$ cat src/hw/txrs_defines.vh
`ifndef TXRS_DEFINES_VH
`define TXRS_DEFINES_VH

// register offsets
`define TXRS_OFS_OP_SELECT 7'h1f
`define TXRS_OFS_SOURCE_CHOICE 7'h20
`define TXRS_OFS_FAULT_MASKS 7'h21
`define TXRS_OFS_RESTORE_DELAY 7'h22
`define TXRS_OFS_REVERT_ENABLES 7'h23
`define TXRS_OFS_RANK_0 7'h24
`define TXRS_OFS_RANK_1 7'h25
`define TXRS_OFS_RANK_2 7'h26

// reset values
`define TXRS_RST_SOURCE_CHOICE 4'h0
`define TXRS_RST_FAULT_MASKS 8'h3c
`define TXRS_RST_REVERT_ENABLES 5'h00
`define TXRS_RST_RESTORE_DELAY 4'h0
`define TXRS_RST_RANK_0 8'h10
`define TXRS_RST_RANK_1 8'h32
`define TXRS_RST_RANK_2 8'h54

// field positions
`define TXRS_MODE_MSB 2
`define TXRS_SW_MASK_LSB 0
`define TXRS_HO_MASK_LSB 4

// operating mode codes
`define TXRS_MODE_MAN_NORMAL 3'b000
`define TXRS_MODE_MAN_HOLDOVER 3'b001
`define TXRS_MODE_MAN_FREERUN 3'b010
`define TXRS_MODE_AUTO_NORMAL 3'b011
`define TXRS_MODE_PACKET_CLIENT 3'b100

// loop state codes shown on loop_state_o
`define TXRS_ST_TRACK 2'b00
`define TXRS_ST_HOLDOVER 2'b01
`define TXRS_ST_FREERUN 2'b10
`define TXRS_ST_EXT_DCO 2'b11

// source codes
`define TXRS_REF_COUNT 5
`define TXRS_REF_LAST 4'h4
`define TXRS_RANK_EXCLUDED 4'hf

// timing
`define TXRS_CLK_HZ 10000000
`define TXRS_MINUTE_S 60
// one minute of the 10 MHz clock, sized to the 30-bit minute counter
`define TXRS_MINUTE_CYCLES 30'h23c3_4600

`endif

$ cat src/hw/txrs_restore_timer.v
`timescale 1ns/1ns
// holds one reference out of selection until it has been clean long enough
module txrs_restore_timer #(
    parameter [29:0] MINUTE_CYCLES = 30'd600000000
) (
    // clock and reset
    input wire mclk_i,
    input wire sys_rst_i,
    // fault and programmed delay
    input wire fault_i,
    input wire [3:0] delay_min_i,
    // availability
    output reg avail_o
);

reg [29:0] cyc_q;
reg [3:0] min_q;

// any fault restarts the whole wait, so the clean time is continuous
always @(posedge mclk_i)
begin
    if (sys_rst_i)
    begin
        avail_o <= 1'b1;
        cyc_q <= 30'h0000_0000;
        min_q <= 4'h0;
    end
    else if (fault_i)
    begin
        avail_o <= 1'b0;
        cyc_q <= 30'h0000_0000;
        min_q <= 4'h0;
    end
    else if (!avail_o)
    begin
        if (min_q >= delay_min_i)
            avail_o <= 1'b1;
        else if (cyc_q == MINUTE_CYCLES - 30'd1)
        begin
            cyc_q <= 30'h0000_0000;
            min_q <= min_q + 4'h1;
        end
        else
            cyc_q <= cyc_q + 30'd1;
    end
end

endmodule // txrs_restore_timer

$ cat src/hw/txrs_ref_select.v
`timescale 1ns/1ns
`include "txrs_defines.vh"
// How it works
// - mode 000: manual normal, source-choice reference
// - manual reference failed: enter holdover
// - mode 001: stay in holdover
// - mode 010: stay in free-run
// - mode 011: track best-ranked qualified reference
// - tracked reference fails: switch to next best
// - no qualified reference left: holdover
// - mode 100: oscillator steered by external software
// - mode reset value follows mode-select pin
// - source-choice reads tracked ref in auto, writable manual
// - codes 0 to 4 name references; rest reserved
// - switchover fault enables, bits 3:0
// - holdover fault enables, bits 7:4
// - failed reference waits restore minutes before reuse
// - 4-bit rank per reference, 1111 excludes
// - per-reference revertive switching enable
module txrs_ref_select #(
    parameter [29:0] MINUTE_CYCLES = `TXRS_MINUTE_CYCLES,
    parameter [2:0] MODE_PIN_LOW = `TXRS_MODE_AUTO_NORMAL,
    parameter [2:0] MODE_PIN_HIGH = `TXRS_MODE_MAN_FREERUN
) (
    // clock and reset
    input wire mclk_i,
    input wire sys_rst_i,
    // mode-select pin
    input wire mode_pin_i,
    // register port
    input wire [6:0] reg_addr_i,
    input wire [7:0] reg_wdata_i,
    input wire reg_wr_i,
    output reg [7:0] reg_rdata_o,
    // per-reference fault indicators from the monitors
    input wire [4:0] short_cycle_fault_i,
    input wire [4:0] coarse_frequency_fault_i,
    input wire [4:0] guard_soak_fault_i,
    input wire [4:0] precise_frequency_fault_i,
    // loop control
    output reg [1:0] loop_state_o,
    output reg [3:0] tracked_ref_o,
    output reg switchover_o,
    output wire digital_steered_oscillator_ext_o,
    output wire [4:0] ref_qualified_o
);

// gate one reference's four indicators with a four-bit enable field
function masked_fault;
    input [3:0] ind;
    input [3:0] en;
    begin
        masked_fault = |(ind & en);
    end
endfunction

// rank nibble of a reference out of the three rank registers
function [3:0] rank_of;
    input [2:0] idx;
    input [23:0] ranks;
    begin
        case (idx)
            3'd0: rank_of = ranks[3:0];
            3'd1: rank_of = ranks[7:4];
            3'd2: rank_of = ranks[11:8];
            3'd3: rank_of = ranks[15:12];
            3'd4: rank_of = ranks[19:16];
            default: rank_of = `TXRS_RANK_EXCLUDED;
        endcase
    end
endfunction

// codes above the last reference are reserved and never name a source
function ref_legal;
    input [3:0] code;
    begin
        ref_legal = (code <= `TXRS_REF_LAST);
    end
endfunction

reg [2:0] mode_q;
reg [3:0] source_q;
reg [7:0] fault_masks_q;
reg [4:0] revert_q;
reg [3:0] restore_q;
reg [7:0] rank0_q;
reg [7:0] rank1_q;
reg [7:0] rank2_q;
reg [2:0] pin_sync_q;
reg [1:0] state_d;
reg [3:0] track_d;
reg switch_d;
reg pin_level_q;
reg auto_valid_q;

// the three rank registers seen as one vector, ref0 in the lowest nibble
wire [23:0] ranks = {rank2_q, rank1_q, rank0_q};
wire [4:0] sw_fault;
wire [4:0] ho_fault;
wire [4:0] avail;
wire [4:0] qual;

// pin sampled by three flops; level accepted once the last two agree
// the chain has no reset, so reset must last five edges for the settled level to reach the mode
always @(posedge mclk_i)
begin
    pin_sync_q <= {pin_sync_q[1:0], mode_pin_i};
    if (pin_sync_q[2] == pin_sync_q[1])
        pin_level_q <= pin_sync_q[2];
end

// per-reference fault gating and restore timing
genvar gi;
generate
    for (gi = 0; gi < `TXRS_REF_COUNT; gi = gi + 1)
    begin : g_ref
        wire [3:0] ind = {precise_frequency_fault_i[gi], guard_soak_fault_i[gi],
            coarse_frequency_fault_i[gi], short_cycle_fault_i[gi]};
        assign sw_fault[gi] = masked_fault(ind, fault_masks_q[3:0]);
        assign ho_fault[gi] = masked_fault(ind, fault_masks_q[7:4]);
        txrs_restore_timer #(
            .MINUTE_CYCLES(MINUTE_CYCLES)
        ) u_timer (
            .mclk_i(mclk_i),
            .sys_rst_i(sys_rst_i),
            .fault_i(sw_fault[gi] | ho_fault[gi]),
            .delay_min_i(restore_q),
            .avail_o(avail[gi])
        );
        // excluded rank never counts as a candidate
        assign qual[gi] = avail[gi] & ~sw_fault[gi]
            & (ranks[4*gi +: 4] != `TXRS_RANK_EXCLUDED);
    end
endgenerate

assign ref_qualified_o = qual;

// best-ranked qualified reference; on equal rank the lower index wins
// a plain scan over five sources is cheap and keeps ties deterministic
reg [2:0] best_idx;
reg best_ok;
integer k;
always @*
begin
    best_idx = 3'd0;
    best_ok = 1'b0;
    for (k = 0; k < `TXRS_REF_COUNT; k = k + 1)
    begin
        if (qual[k] && (!best_ok || rank_of(k[2:0], ranks) < rank_of(best_idx, ranks)))
        begin
            best_idx = k[2:0];
            best_ok = 1'b1;
        end
    end
end

wire [2:0] cur_idx = tracked_ref_o[2:0];
// reserved codes are screened before they can index a reference
wire cur_legal = ref_legal(tracked_ref_o);
wire cur_qual = auto_valid_q && cur_legal && qual[cur_idx];
wire src_legal = ref_legal(source_q);
wire [2:0] src_idx = source_q[2:0];
wire best_better = rank_of(best_idx, ranks) < rank_of(cur_idx, ranks);

// loop state and tracked reference for the next cycle
always @*
begin
    state_d = `TXRS_ST_HOLDOVER;
    track_d = tracked_ref_o;
    switch_d = 1'b0;
    case (mode_q)
        `TXRS_MODE_MAN_NORMAL:
        begin
            track_d = source_q;
            // reserved codes have no reference behind them, so hold over
            if (!src_legal || sw_fault[src_idx] || ho_fault[src_idx] || !avail[src_idx])
                state_d = `TXRS_ST_HOLDOVER;
            else
                state_d = `TXRS_ST_TRACK;
            switch_d = (source_q != tracked_ref_o);
        end
        `TXRS_MODE_MAN_HOLDOVER:
            state_d = `TXRS_ST_HOLDOVER;
        `TXRS_MODE_MAN_FREERUN:
            state_d = `TXRS_ST_FREERUN;
        `TXRS_MODE_AUTO_NORMAL:
        begin
            if (!cur_qual)
            begin
                if (best_ok)
                begin
                    track_d = {1'b0, best_idx};
                    switch_d = ({1'b0, best_idx} != tracked_ref_o);
                    state_d = `TXRS_ST_TRACK;
                end
                else
                    state_d = `TXRS_ST_HOLDOVER;
            end
            else if (best_ok && best_better && revert_q[best_idx])
            begin
                track_d = {1'b0, best_idx};
                switch_d = 1'b1;
                state_d = `TXRS_ST_TRACK;
            end
            else if (ho_fault[cur_idx])
                state_d = `TXRS_ST_HOLDOVER;
            else
                state_d = `TXRS_ST_TRACK;
        end
        `TXRS_MODE_PACKET_CLIENT:
            state_d = `TXRS_ST_EXT_DCO;
        default:
            state_d = `TXRS_ST_HOLDOVER;
    endcase
end

// loop control registers
always @(posedge mclk_i)
begin
    if (sys_rst_i)
    begin
        // holdover at reset: no source has been qualified yet
        loop_state_o <= `TXRS_ST_HOLDOVER;
        tracked_ref_o <= `TXRS_RST_SOURCE_CHOICE;
        switchover_o <= 1'b0;
        auto_valid_q <= 1'b0;
    end
    else
    begin
        loop_state_o <= state_d;
        tracked_ref_o <= track_d;
        switchover_o <= switch_d && (state_d == `TXRS_ST_TRACK);
        // entering auto mode forces a fresh pick rather than a stale one
        auto_valid_q <= (mode_q == `TXRS_MODE_AUTO_NORMAL) && (state_d == `TXRS_ST_TRACK);
    end
end

assign digital_steered_oscillator_ext_o = (mode_q == `TXRS_MODE_PACKET_CLIENT);

// in auto mode the selector owns the source-choice register
wire auto_mode = (mode_q == `TXRS_MODE_AUTO_NORMAL);

// register writes; mode reset follows the settled pin while reset is held
always @(posedge mclk_i)
begin
    if (sys_rst_i)
    begin
        mode_q <= pin_level_q ? MODE_PIN_HIGH : MODE_PIN_LOW;
        source_q <= `TXRS_RST_SOURCE_CHOICE;
        fault_masks_q <= `TXRS_RST_FAULT_MASKS;
        revert_q <= `TXRS_RST_REVERT_ENABLES;
        restore_q <= `TXRS_RST_RESTORE_DELAY;
        rank0_q <= `TXRS_RST_RANK_0;
        rank1_q <= `TXRS_RST_RANK_1;
        rank2_q <= `TXRS_RST_RANK_2;
    end
    else if (reg_wr_i)
    begin
        case (reg_addr_i)
            // upper bits are expected zero and are not stored
            `TXRS_OFS_OP_SELECT: mode_q <= reg_wdata_i[`TXRS_MODE_MSB:0];
            `TXRS_OFS_SOURCE_CHOICE:
                if (!auto_mode)
                    source_q <= reg_wdata_i[3:0];
            `TXRS_OFS_FAULT_MASKS: fault_masks_q <= reg_wdata_i;
            `TXRS_OFS_RESTORE_DELAY: restore_q <= reg_wdata_i[3:0];
            `TXRS_OFS_REVERT_ENABLES: revert_q <= reg_wdata_i[4:0];
            `TXRS_OFS_RANK_0: rank0_q <= reg_wdata_i;
            `TXRS_OFS_RANK_1: rank1_q <= reg_wdata_i;
            `TXRS_OFS_RANK_2: rank2_q <= reg_wdata_i;
            default: ;
        endcase
    end
    // mirror only while tracking, so holdover keeps the last source shown
    else if (auto_mode && loop_state_o == `TXRS_ST_TRACK)
        source_q <= tracked_ref_o;
end

// read data registered one cycle after the address; unmapped reads zero
always @(posedge mclk_i)
begin
    if (sys_rst_i)
        reg_rdata_o <= 8'h00;
    else
    begin
        // unused upper bits are padded with zeros, never stored
        case (reg_addr_i)
            `TXRS_OFS_OP_SELECT: reg_rdata_o <= {5'h00, mode_q};
            `TXRS_OFS_SOURCE_CHOICE: reg_rdata_o <= {4'h0, source_q};
            `TXRS_OFS_FAULT_MASKS: reg_rdata_o <= fault_masks_q;
            `TXRS_OFS_RESTORE_DELAY: reg_rdata_o <= {4'h0, restore_q};
            `TXRS_OFS_REVERT_ENABLES: reg_rdata_o <= {3'h0, revert_q};
            `TXRS_OFS_RANK_0: reg_rdata_o <= rank0_q;
            `TXRS_OFS_RANK_1: reg_rdata_o <= rank1_q;
            `TXRS_OFS_RANK_2: reg_rdata_o <= rank2_q;
            default: reg_rdata_o <= 8'h00;
        endcase
    end
end

endmodule // txrs_ref_select

$ cat config.mk
export PLATFORM = sky130hd
export DESIGN_NAME = txrs_ref_select
export DESIGN_NICKNAME = d
export VERILOG_FILES = /design/src/hw/txrs_restore_timer.v /design/src/hw/txrs_ref_select.v
export VERILOG_INCLUDE_DIRS = /design/src /design/src/hw
export SDC_FILE = /design/constraint.sdc
export NUM_CORES = 1
export LEC_CHECK = 0
export BUFFER_PORTS_ARGS = -buffer_cell sky130_fd_sc_hd__buf_2
export CORE_ASPECT_RATIO = 1.75
export CORE_MARGIN = 5
export CORE_UTILIZATION = 25
export DETAILED_ROUTE_END_ITERATION = 8
export PLACE_DENSITY = 0.51
export SETUP_SLACK_MARGIN = 0.3
export SLEW_MARGIN = 10
export SYNTH_ARGS = -nofsm -noshare
export SYNTH_HDL_FRONTEND = slang
export SYNTH_SLANG_ARGS = --single-unit
$ cat constraint.sdc
create_clock -name mclk_i -period 16.3 [get_ports mclk_i]
set_input_delay 2.445 -clock mclk_i [delete_from_list [all_inputs] [get_ports mclk_i]]
set_output_delay 2.445 -clock mclk_i [all_outputs]
set_load 0.02 [all_outputs]
Word level (Yosys, flattened, before mapping)
Index checks and enable logic that the tools add are counted.
Widths: inputs -> output; s select.

storage, ports and cells
  input port bits = 39
  output and inout port bits = 21
  logic and storage cells = 282
  bits in registers = 243

operators by class
  reduce and logical (&&, ||, !) cells = 70
  equal/unequal tests = 48
  bitwise logic cells = 40
  add/subtract/negate cells = 10
  muxes and demuxes = 69
  order comparisons = 15

operators by type and width
  kind                   count
  $add 30x1->30 const B  5
  $eq 30x30->1 const B   5
  $mux 30                5
  $pmux 4 s5             5
  $pmux 8 s8             1
  $eq 7x6->1 const B     7
  $and 4x4->4            10
  $reduce_or 4->1        10
  $eq 3x2->1 const B     12
  $mux 1                 35
  $mux 4                 7
  $reduce_and 2->1       12
  $reduce_and 3->1       7
  $add 4x1->4 const B    5
  $ge 4x4->1             5
  $lt 4x4->1             5
  $ne 4x4->1 const B     5
  $bmux 1 s3             6
  $eq 3x3->1 const B     6
  $logic_not 3->1        6
  $mux 3                 6
  $eq 3x1->1 const B     5
  $not 1->1              15
  $lt 3x4->1 const B     3
  other kinds (21)       64

Logic depth before layout (Yosys ltp)
Gate-level depths: netlist (run 1).

  word-level depth = 38
  gate-level depth with buffers = 41
  depth with buffers taken out = 40

Modules after synthesis
From an unflattened synthesis (run 1), not the netlist that was laid out.

unflattened totals
  cells, all modules = 1624
  area total of the unflattened synthesis = 13639.3 um2

by module, submodules not included
  module                                      seq. area each (um2)  times used  area each (um2)  cells an instance
  txrs_restore_timer at g_ref[0].u_timer ...  700.7                 4           1835.5           215
  txrs_ref_select                             1401.3                1           4516.8           557
  txrs_restore_timer at g_ref[4].u_timer      700.7                 1           1780.5           207

Least setup slack after synthesis (run 1)
No wires, ideal clock.

  kind = input-to-reg
  from = input precise_frequency_fault_i[0]
  to = register tracked_ref_o[2]
  arrival = 9.293 ns
  data required time = 16.179 ns
  cell stages on the path = 36
  setup slack = 6.886 ns
  buffers on the path = 1
  library setup time = 0.121 ns
  cell sequence = a22oi_2 -> nand4_4 -> o31ai_4 -> mux2i_1 -> ha_1 -> o21a_1 -> o21ai_0 -> a21oi_1 -> a31oi_4 -> nand2_1 -> a21oi_1 -> inv_1 -> ha_1 -> nand3_1 -> nor2_1 -> a21bo_1 -> o21ai_2 -> mux2i_1 -> ha_1 -> o21ai_0 -> nand2b_1 -> a21o_1 -> o211a_1 -> o211ai_2 -> o211a_2 -> buf_2 -> o21ai_0 -> ha_1 -> a21o_1 -> a21o_1 -> nor2_1 -> o2111ai_1 -> o311ai_2 -> o21ai_1 -> o31a_1 -> mux2_4

on the way
  word-level cells in the longest chain between the ends = 35
  elaborated cells between the ends (all ways) = 68
  classes of those cells = order compare (4); eq/ne (18); mux (21); bitwise (4); reduce/logical (21)

RTL lines
  what                                RTL line               RTL
  start, declared                     txrs_ref_select.v:39   input wire [4:0] precise_frequency_fault_i,
  $and 4x4->4 *                       txrs_ref_select.v:53   masked_fault = |(ind & en);
  $reduce_or 4->1 *                   txrs_ref_select.v:53
  $not 1->1 *                         txrs_ref_select.v:131  assign qual[gi] = avail[gi] & ~sw_fault[gi]
  $and 1x1->1 * (2 in a row)          txrs_ref_select.v:131
  $mux 1                              txrs_ref_select.v:149  if (qual[k] && (!best_ok || rank_of(k[2:0], ranks) < rank_of(best_idx, ranks)))
  $logic_not 1->1                     txrs_ref_select.v:149
  $logic_or 1x1->1                    txrs_ref_select.v:149
  $logic_and 1x1->1                   txrs_ref_select.v:149
  (+17 left out)                      --
  $logic_and 1x1->1                   txrs_ref_select.v:149
  $mux 3                              txrs_ref_select.v:149
  $eq 3x3->1 (tied with other cells)  txrs_ref_select.v:62   case (idx)
  $pmux 4 s5                          txrs_ref_select.v:62
  $lt 4x4->1                          txrs_ref_select.v:163  wire best_better = rank_of(best_idx, ranks) < rank_of(cur_idx, ranks);
  $logic_and 1x1->1 (2 in a row)      txrs_ref_select.v:199  else if (best_ok && best_better && revert_q[best_idx])
  $ne 3x2->1 (no line)                --
  $reduce_and 3->1 (no line)          --
  end signal, assigned                txrs_ref_select.v:224  tracked_ref_o <= `TXRS_RST_SOURCE_CHOICE;
  end signal, assigned                txrs_ref_select.v:231  tracked_ref_o <= track_d;
  end, declared                       txrs_ref_select.v:42   output reg [3:0] tracked_ref_o,

Every way passes the cells marked *; elsewhere a longest branch is shown, timed or not. The select of a mux whose other input is x is not followed.
A chain may end at the register's enable or synchronous reset.

Worst setup path after layout (run 1)
Same ends and word-level chain as after synthesis.

==> impl_metrics.py, run 1 <==
metrics = {
    "synthesis": {
        "syn_avg_cell_area_um2": 8.41,
        "synthTopCellsByArea": "dfxtp_1, xor2_1, nor2_1",
        "synth.most_common_cell": "dfxtp_1",
        "synthesis.area_mm2": 0.0122,
        "async_flop_share_pct": 0,
        "synth-edff-count": 4,
        "synthCells": 1454,
        "syn_nets": 1538,
        "yosys_warnings": 0,
        "yosysTopAreaCell": "dfxtp_1",
        "synth_top_area_share_pct": 39.1,
        "ys_types": 71,
        "synth_common_cells": "dfxtp_1, nor2_1, nand2_1, nand3_1, xor2_1",
        "ys_seq_elements": 243,
        "ys_seq_area_share_pct": 40.1,
        "ys.flop_type": "dfxtp_1",
    },
    "worst_setup_path": {
        "cp_common_cell": "ha_1",
        "crit_slowest_cell": "o31ai_4",
        "crit_buf_inv": 2,
        "cp.required_ns": 16.73,
        "worstReg2RegEnd": "tracked_ref_o[2]",
        "critical_path.startpoint": "precise_frequency_fault_i[0]",
        "slowest_delay_ns": 0.62,
        "worstSetupPathType": "input port to flip-flop",
        "path_max_fanout": 12,
        "critPathCaptureType": "flip-flop",
        "r2r_cells": 37,
        "timing.rr.start": "fault_masks_q[2]",
        "critPathTopFamily": "compound AO/OA/AOI/OAI gates",
        "regToRegSetupSlack_ns": 7.68,
        "cp.arrival_ns": 10.61,
        "cp-start-kind": "input port",
    },
    "die": {
        "initial_utilization_pct": 25.2,
        "fp.dieW_um": 177,
        "dieHeight_um": 303,
        "fp-row-count": 107,
        "io_pins": 60,
        "coreArea_mm2": 0.0486,
        "die_area_mm2": 0.0536,
    },
    "detailed_routing": {
        "first_pass_iters": 5,
        "drc_errors": 0,
        "first_iter_violations": 698,
        "routed_wirelength_um": 35800,
        "wire_per_inst_um": 16.5,
        "drt-vias-per-instance": 4.88,
        "via_count": 10600,
        "ant_nets": 0,
    },
    "sta": {
        "setup_viol": 0,
        "final_hold_viol_count": 0,
        "rsz0062_at_grt": "no",
        "fmax_mhz": 98.3,
        "setup_tns_ns": 0,
        "hold_slack_ns": 0.344,
        "fin_crit_sh_pct": 62.4,
        "min_period_ns": 10.18,
        "tightest_slew_ns": 1.26,
        "finClkSkew_ns": 0.0184,
        "drv_slew": 0,
        "slew_headroom_pct": 15.8,
        "fin_ws_ns": 6.12,
    },
    "worst_hold_path": {
        "min_to": "pin_sync_q[1]",
        "hp-class": "flip-flop to flip-flop",
        "min_from": "pin_sync_q[0]",
        "min_path_cells": 0,
    },
    "finish": {
        "n_antenna_cell": 0,
        "final_nets": 1589,
        "finalInstanceArea_mm2": 0.0141,
        "drive_gt1_share_pct": 8.95,
        "syn_to_final_growth_pct": 15.4,
        "nFillCells": 5180,
    },
    "power_and_ir_drop": {
        "ir_drop_mv": 0.0687,
        "p_per_area_mw_per_mm2": 89.1,
        "p_leak_nw": 4.81,
    },
    "run": {
        "maxCapViolations": 0,
    },
    "clock_network": {
        "ctsResizeCount": 0,
        "cts_tree": "done",
        "numCtsBuffers": 24,
        "cts_sinks": 243,
        "cts.path.max_buffers": 3,
        "htree_levels": 1,
        "postCtsSetupBuffers": 0,
        "cts-hold-fix-buffers": 0,
        "worstSkewPairLatency_ns": 0.54,
        "clockRootBuffer": "clkbuf_16",
        "clk_pin_slew_ns": 0.07,
    },
    "place": {
        "routabilityCongestion": 0.891,
        "dp.final_hpwl_um": 26500,
        "io_buffers": 59,
        "placement.cell_area_mm2": 0.0133,
        "post-place-ws_ns": 5.66,
    },
    "outcome": {
        "status": "completed",
    },
    "grt": {
        "grt-ovfl-total": 0,
        "grt_pass1_wl_um": 57100,
        "grt_max_degree": 50,
        "grt_antenna_before_repair": 0,
        "grt_pass1_vias": 10500,
        "grt_use_total_pct": 13.2,
    },
}
layout by cell type (no fill, tap or decap), types with 25 or more instances in the layout:
cell,instances
ha_1,45
o21ai_0,30
buf_2,59
a22oi_1,30
dfxtp_1,239
nand3_1,118
inv_1,32
nand4_1,41
nand2_1,145
nor2_1,238
clkbuf_16,25
and3_1,27
xnor2_1,52
xor2_1,105
mux2i_1,37
a21oi_1,57
cell families after synthesis:
family | Yosys count | synth area share, %
AND/OR/NAND/NOR | 677 | 26.0
flip-flops | 243 | 40.1
AO/OA/AOI/OAI | 208 | 12.0
XOR/XNOR | 157 | 11.2
buffers and inverters | 84 | 2.61
adder cells (fa/ha/maj) | 45 | 4.60
multiplexers | 40 | 3.43
worst reg2reg max path: cells and delay by family (launching register included):
family / cells / cell delay [ns]
flip-flops: 1 / 0.30
AO/OA/AOI/OAI: 21 / 4.99
adder cells (fa/ha/maj): 4 / 1.11
multiplexers: 3 / 0.95
buffers and inverters: 2 / 0.25
AND/OR/NAND/NOR: 7 / 0.93
layer usage:
layer	GRT usage, %	routed length, um
met1	14.7	14100
met2	24.8	18400
met3	1.58	1640
met4	6.12	1690
met5	0	0
power by group:
part | internal (mW) | leakage, nW | total [mW] | switching, mW
Clock | 0.361 | 0.412 | 0.601 | 0.241
Sequential | 0.598 | 1.97 | 0.603 | 0.00466
Combinational | 0.0176 | 2.43 | 0.0536 | 0.0359
Total | 0.977 | 4.81 | 1.26 | 0.281
registers in the layout, indices dropped and copies added (netlist names):
name	cells
g_ref.u_timer.avail_o	5
fault_masks_q	8
auto_valid_q	1
source_q	4
tracked_ref_o	4
rank2_q	8
revert_q	5
pin_sync_q	3
switchover_o	1
loop_state_o	2
restore_q	4
rank0_q	8
pin_level_q	1
rank1_q	8
mode_q	3
reg_rdata_o	8
g_ref.u_timer.cyc_q	150
g_ref.u_timer.min_q	20
worst max-delay path by stage:
stage	end	slack [ns]	depth (start not counted)
2_1_floorplan	tracked_ref_o[2]	6.89	36
3_3_place_gp	tracked_ref_o[2]	5.69	37
3_5_place_dp	tracked_ref_o[2]	5.66	37
4_1_cts	tracked_ref_o[2]	6.19	37
5_1_grt	auto_valid_q	5.54	37
6_report	tracked_ref_o[2]	6.12	37
metrics by stage:
stage          std cells  total power, mW  utilization, %
2_1_floorplan       1454            0.647               -
3_3_place_gp        2133            0.669            27.3
3_5_place_dp        2133            0.670            27.3
4_1_cts             2174             1.28            29.1
5_1_grt             2174             1.30            29.1
6_report            2174             1.26            29.1
final cells by class:
type / instances / area, um2 / area share, %
flip-flops and latches: 243 / 4900 / 34.7
inverters: 33 / 124 / 0.877
well taps: 654 / 818 / 5.79
clock buffers: 34 / 699 / 4.95
repair buffers: 76 / 423 / 2.99
clock inverters: 7 / 136 / 0.966
multi-input cells: 1127 / 7020 / 49.7
Power figures use the tool's default switching activity.
==> inputs of run 2 (changes only) <==
--- a/config.mk
+++ b/config.mk
@@ -11,7 +11,7 @@
 export CORE_MARGIN = 5
 export CORE_UTILIZATION = 25
 export DETAILED_ROUTE_END_ITERATION = 8
-export PLACE_DENSITY = 0.51
+export PLACE_DENSITY = 0.53
 export SETUP_SLACK_MARGIN = 0.3
 export SLEW_MARGIN = 10
 export SYNTH_ARGS = -nofsm -noshare
==> constraint.sdc (replaced) <==
create_clock -name mclk_i -period 8.98 [get_ports mclk_i]
set_input_delay 1.347 -clock mclk_i [delete_from_list [all_inputs] [get_ports mclk_i]]
set_output_delay 1.347 -clock mclk_i [all_outputs]
set_load 0.02 [all_outputs]
==> run 2 against run 1 <==
Against the previous run:
- power increased by 83%
- largest power group is now the clock network
- final area is 0.35% higher
- worst hold slack got worse by 0.0036 ns
- global-route usage fell by 0.43 points
==> impl_metrics.py, run 2 (synthesis gave the netlist of run 1 again) <==
metrics = {
    "worst_setup_path": {
        "slowest_delay_ns": 0.40,
        "path_max_fanout": 9,
        "crit_buf_inv": 3,
        "cp.arrival_ns": 8.62,
        "cp.required_ns": 9.41,
        "cp-start-kind": "input port",
        "cp_common_cell": "ha_1",
        "crit_slowest_cell": "o31ai_4",
        "worstSetupPathType": "input port to flip-flop",
        "critPathTopFamily": "compound AO/OA/AOI/OAI gates",
        "critPathCaptureType": "flip-flop",
    },
    "place": {
        "dp.final_hpwl_um": 25800,
        "routabilityCongestion": 0.937,
        "io_buffers": 59,
    },
    "finish": {
        "max_flop_register": "g_ref.u_timer.cyc_q",
        "syn_to_final_growth_pct": 15.8,
        "mostFrequentLayoutCells": "dfxtp_1, nor2_1, nand2_1, nand3_1, xor2_1",
        "nFillCells": 5191,
        "drive_gt1_share_pct": 9.38,
        "largest_register_ffs": 150,
        "layout_commonest_cell": "dfxtp_1",
        "n_antenna_cell": 0,
        "final_nets": 1591,
        "biggestRegsByFlops": "g_ref.u_timer.cyc_q: 150 flops, g_ref.u_timer.min_q: 20 flops",
    },
    "sta": {
        "fmax_mhz": 122,
        "fin_crit_sh_pct": 91.1,
        "drv_slew": 0,
        "slew_headroom_pct": 22.1,
        "setup_tns_ns": 0,
        "tightest_slew_ns": 1.17,
        "finClkSkew_ns": 0.00824,
        "rsz0062_at_grt": "no",
        "min_period_ns": 8.18,
        "hold_slack_ns": 0.340,
        "final_hold_viol_count": 0,
        "setup_viol": 0,
    },
    "grt": {
        "grt_max_degree": 50,
        "grt_pass1_wl_um": 55700,
        "grt-ovfl-total": 0,
        "grt_use_total_pct": 12.8,
        "grt_pass1_vias": 10500,
        "grt_antenna_before_repair": 3,
    },
    "die": {
        "io_pins": 60,
        "fp-row-count": 107,
        "dieHeight_um": 303,
        "initial_utilization_pct": 25.2,
        "fp.dieW_um": 177,
        "coreArea_mm2": 0.0486,
        "die_area_mm2": 0.0536,
    },
    "power_and_ir_drop": {
        "pwr-share-clk_pct": 48.3,
        "power_frac_comb_pct": 4.3,
        "seqPwrFrac_pct": 47.4,
        "p_per_area_mw_per_mm2": 163,
        "power.internal_mw": 1.78,
        "ir_drop_mv": 0.150,
        "p_sw_share_pct": 22.7,
        "p_leak_nw": 4.83,
        "switchingPower_mw": 0.525,
    },
    "detailed_routing": {
        "drc_errors": 0,
        "first_iter_violations": 577,
        "met2_wirelength_um": 18000,
        "wire_per_inst_um": 16.0,
        "first_pass_iters": 5,
        "met1_length_um": 13600,
        "drt-vias-per-instance": 4.84,
        "wl_met3_um": 1330,
        "ant_nets": 0,
        "via_count": 10500,
        "top_layer": "met4",
        "routed_wirelength_um": 34900,
    },
    "outcome": {
        "status": "completed",
    },
    "worst_hold_path": {
        "hp-class": "flip-flop to flip-flop",
    },
    "clock_network": {
        "cts.path.max_buffers": 3,
        "cts_sinks": 243,
        "clockRootBuffer": "clkbuf_16",
        "numCtsBuffers": 24,
        "postCtsSetupBuffers": 0,
        "htree_levels": 1,
        "clk_pin_slew_ns": 0.07,
        "cts_tree": "done",
        "worstSkewPairLatency_ns": 0.54,
    },
    "run": {
        "maxCapViolations": 0,
    },
}
[run 2: cell types whose count changed in the layout (fill, tap and decap cells not counted)]
cell / delta
a21oi_1: -1
a21oi_2: +1
buf_4: +2
bufinv_16: +1
clkbuf_1: -2
clkbuf_8: -3
clkinv_2: +3
clkinv_4: +1
clkinv_8: +1
clkinvlp_4: +2
inv_4: -1
[run 2: power by group through the flow]
stage / combinational, mW / sequential, mW / clock [mW]
detailed placement: 0.0983 / 1.12 / 0
global route: 0.106 / 1.09 / 1.19
CTS: 0.0986 / 1.09 / 1.15
finish: 0.0991 / 1.09 / 1.11
floorplan: 0.0591 / 1.11 / 0
global placement: 0.0976 / 1.12 / 0
[run 2: timing repair]
| action | 4_1_cts | 5_1_grt |
|---|---|---|
| resized for setup | 0 | 1 |
| endpoints found under the setup margin | 0 | 3 |
| hold buffers | 0 | 0 |
[run 2: worst register-to-register path: cells and delay by family (launching register included)]
kind                     cells  cell delay [ns]
multiplexers                 3             0.87
adder cells (fa/ha/maj)      5             1.48
flip-flops                   1             0.55
buffers and inverters        2             0.23
AO/OA/AOI/OAI               20             3.87
AND/OR/NAND/NOR              6             0.64
[run 2: path summary, 6_finish.rpt]
| check | slack [ns] | cells past startpoint | end | start |
|---|---|---|---|---|
| worst max-delay path | 0.80 | 36 | tracked_ref_o[2] | precise_frequency_fault_i[0] |
| worst min-delay path | 0.34 | 0 | pin_sync_q[1] | pin_sync_q[0] |
| worst max register to register | 1.21 | 36 | tracked_ref_o[2] | rank0_q[6] |
| worst min register to register | 0.34 | 0 | pin_sync_q[1] | pin_sync_q[0] |
[run 2: area by class of cell]
class	instances	area (um2)	area share, %
multi-input cells	1127	7020	49.5
clock buffers	29	651	4.59
repair buffers	78	438	3.09
inverters	33	124	0.874
flip-flops and latches	243	4900	34.6
well taps	654	818	5.77
clock inverters	14	215	1.52
[run 2: through the flow]
| stage | setup WS [ns] | total power, mW | utilization [%] | cells | instance area, um2 |
|---|---|---|---|---|---|
| after floorplan | 0.664 | 1.17 | - | 1454 | 12200 |
| after global placement | 0.291 | 1.22 | 27.4 | 2135 | 13300 |
| after detailed placement | 0.212 | 1.22 | 27.4 | 2135 | 13300 |
| after CTS | 0.768 | 2.34 | 29.1 | 2178 | 14200 |
| after global routing | 0.313 | 2.39 | 29.2 | 2178 | 14200 |
| final | 0.796 | 2.31 | 29.2 | 2178 | 14200 |
[run 2: layer usage]
| metal | vias up | track usage (%) |
|---|---|---|
| met2 | 251 | 24.2 |
| met1 | 5020 | 13.7 |
| li1 | 5188 | - |
| met3 | 90 | 1.60 |
| met5 | - | 0 |
| met4 | 0 | 6.67 |
==> inputs of run 3 (changes only) <==
--- a/config.mk
+++ b/config.mk
@@ -6,7 +6,7 @@
 export SDC_FILE = /design/constraint.sdc
 export NUM_CORES = 1
 export LEC_CHECK = 0
-export BUFFER_PORTS_ARGS = -buffer_cell sky130_fd_sc_hd__buf_2
+export BUFFER_PORTS_ARGS = -buffer_cell sky130_fd_sc_hd__buf_4
 export CORE_ASPECT_RATIO = 1.75
 export CORE_MARGIN = 5
 export CORE_UTILIZATION = 25
==> run 3 against run 2 <==
Against the previous run:
- maximum frequency increased by 1.0%
- sequential share of layout area decreased by 0.064 points
- cell count decreased by 0.18%
- critical path depth decreased by 1
- via count increased by 0.19%
- count of clock-buffer cells in the layout decreased by 4
- clock power decreased by 13%
- critical path type unchanged
==> impl_metrics.py, run 3 (synthesis gave the netlist of run 1 again) <==
metrics = {
    "detailed_routing": {
        "routed_wirelength_um": 35000,
        "via_count": 10600,
        "wire_per_inst_um": 16.1,
        "top_layer": "met4",
        "ant_nets": 0,
        "drt-vias-per-instance": 4.86,
        "wl_met3_um": 1420,
        "first_iter_violations": 637,
        "first_pass_iters": 7,
        "met2_wirelength_um": 18300,
        "drc_errors": 0,
        "met1_length_um": 13600,
    },
    "sta": {
        "slew_headroom_pct": 24.1,
        "finClkSkew_ns": 0.0123,
        "fmax_mhz": 123,
        "min_period_ns": 8.10,
        "setup_tns_ns": 0,
        "fin_crit_sh_pct": 90.2,
        "rsz0062_at_grt": "no",
        "tightest_slew_ns": 1.14,
        "final_hold_viol_count": 0,
        "setup_viol": 0,
        "hold_slack_ns": 0.348,
        "fin_ws_ns": 0.880,
        "drv_slew": 0,
    },
    "finish": {
        "layout_commonest_cell": "dfxtp_1",
        "final_nets": 1589,
        "max_flop_register": "g_ref.u_timer.cyc_q",
        "biggestRegsByFlops": "g_ref.u_timer.cyc_q: 150 flops, g_ref.u_timer.min_q: 20 flops",
        "largest_register_ffs": 150,
        "n_antenna_cell": 0,
        "syn_to_final_growth_pct": 16.0,
        "nFillCells": 5215,
        "area.sequential_mm2": 0.00490,
        "drive_gt1_share_pct": 9.41,
        "mostFrequentLayoutCells": "dfxtp_1, nor2_1, nand2_1, nand3_1, xor2_1",
        "final_cells": 2174,
        "multiInputGateArea_mm2": 0.00704,
    },
    "worst_setup_path": {
        "timing.rr.start": "fault_masks_q[3]",
        "worstReg2RegEnd": "tracked_ref_o[2]",
        "cp.required_ns": 9.39,
        "path_max_fanout": 7,
        "cp_common_cell": "ha_1",
        "r2r_cells": 34,
        "crit_slowest_cell": "o31a_2",
        "critPathTopFamily": "compound AO/OA/AOI/OAI gates",
        "regToRegSetupSlack_ns": 1.34,
        "cp-start-kind": "input port",
        "slowest_delay_ns": 0.37,
        "critPathCaptureType": "flip-flop",
        "cp.arrival_ns": 8.51,
        "endpoint": "tracked_ref_o[2]",
        "crit_buf_inv": 4,
        "worstSetupPathType": "input port to flip-flop",
        "cp.depth": 35,
        "critical_path.startpoint": "precise_frequency_fault_i[0]",
    },
    "die": {
        "dieHeight_um": 303,
        "coreArea_mm2": 0.0486,
        "die_area_mm2": 0.0536,
        "fp-row-count": 107,
        "initial_utilization_pct": 25.2,
        "io_pins": 60,
        "fp.dieW_um": 177,
    },
    "worst_hold_path": {
        "min_from": "pin_sync_q[0]",
        "hp-class": "flip-flop to flip-flop",
        "min_path_cells": 0,
    },
    "place": {
        "post-place-ws_ns": 0.162,
        "dp.final_hpwl_um": 26000,
        "dp_cells": 2133,
        "routabilityCongestion": 0.876,
        "io_buffers": 59,
    },
    "power_and_ir_drop": {
        "p_sw_share_pct": 23.6,
        "pwr-share-clk_pct": 44.7,
        "power.internal_mw": 1.66,
        "switchingPower_mw": 0.513,
        "seqPwrFrac_pct": 50.4,
        "ir_drop_mv": 0.151,
        "power_frac_comb_pct": 4.9,
        "p_per_area_mw_per_mm2": 153,
        "p_leak_nw": 4.78,
    },
    "clock_network": {
        "clk_pin_slew_ns": 0.06,
        "cts_tree": "done",
        "cts.path.max_buffers": 3,
        "htree_levels": 1,
        "cts_sinks": 243,
        "clockRootBuffer": "clkbuf_16",
        "cts-hold-fix-buffers": 0,
        "numCtsBuffers": 23,
        "worstSkewPairLatency_ns": 0.52,
    },
    "grt": {
        "grt_use_total_pct": 12.9,
        "grt_max_degree": 50,
        "grt-ovfl-total": 0,
        "grt_pass1_vias": 10600,
        "grt_pass1_wl_um": 55900,
        "grt_antenna_before_repair": 1,
    },
    "outcome": {
        "status": "completed",
    },
    "run": {
        "maxCapViolations": 0,
    },
}
[run 3: changes by cell type in the layout (fill, tap and decap cells not counted), moves of 2 or more]
cell        previous run  this run
buf_2                 59         0
bufinv_16              5         2
clkinvlp_4             2         5
clkbuf_16             25        23
buf_4                 19        77
[run 3: area by class of cell]
class	count	share of cell area (%)
clock buffer	25	4.11
clock inverter	15	1.03
inverter	33	0.873
multi-input combinational	1127	49.6
sequential	243	34.5
tap	654	5.76
timing repair buffer	77	4.07
[run 3: how the worst min path moves through the flow]
stage                         end  slack (ns)
floorplan           pin_sync_q[1]        0.31
global placement    pin_sync_q[1]        0.35
detailed placement  pin_sync_q[1]        0.34
CTS                 pin_sync_q[1]        0.35
global route        pin_sync_q[1]        0.36
finish              pin_sync_q[1]        0.35
[run 3: routing by layer]
layer	vias to the layer above	track usage, %
li1	5183	-
met3	85	1.67
met4	0	6.32
met2	254	24.3
met1	5047	13.9
met5	-	0
[run 3: power by group through the flow]
| stage | registers, mW | logic, mW | clock network (mW) |
|---|---|---|---|
| 3_3_place_gp | 1.12 | 0.103 | 0 |
| 3_5_place_dp | 1.12 | 0.104 | 0 |
| 2_1_floorplan | 1.11 | 0.0591 | 0 |
| 6_report | 1.09 | 0.106 | 0.970 |
| 5_1_grt | 1.09 | 0.114 | 1.05 |
| 4_1_cts | 1.09 | 0.104 | 1.01 |
[run 3: timing repair]
item / in CTS / in global routing
endpoints found under the setup margin: 0 / 6
setup buffers: 0 / 1
gates resized for setup: 0 / 6
[run 3: metrics by stage]
step                      utilization [%]  total power [mW]  cell area, um2
after floorplan                         -              1.17           12200
after global placement               27.6              1.22           13400
after detailed placement             27.6              1.22           13400
after CTS                            29.1              2.21           14200
after global routing                 29.2              2.26           14200
final                                29.2              2.17           14200
[run 3: worst reg2reg max path: cells and delay by family, from the launching register on]
| kind | cells | cell delay, ns |
|---|---|---|
| AO/OA/AOI/OAI | 17 | 3.88 |
| adder cells (fa/ha/maj) | 4 | 1.02 |
| buffers and inverters | 3 | 0.44 |
| flip-flops | 1 | 0.44 |
| multiplexers | 3 | 0.94 |
| AND/OR/NAND/NOR | 7 | 0.78 |
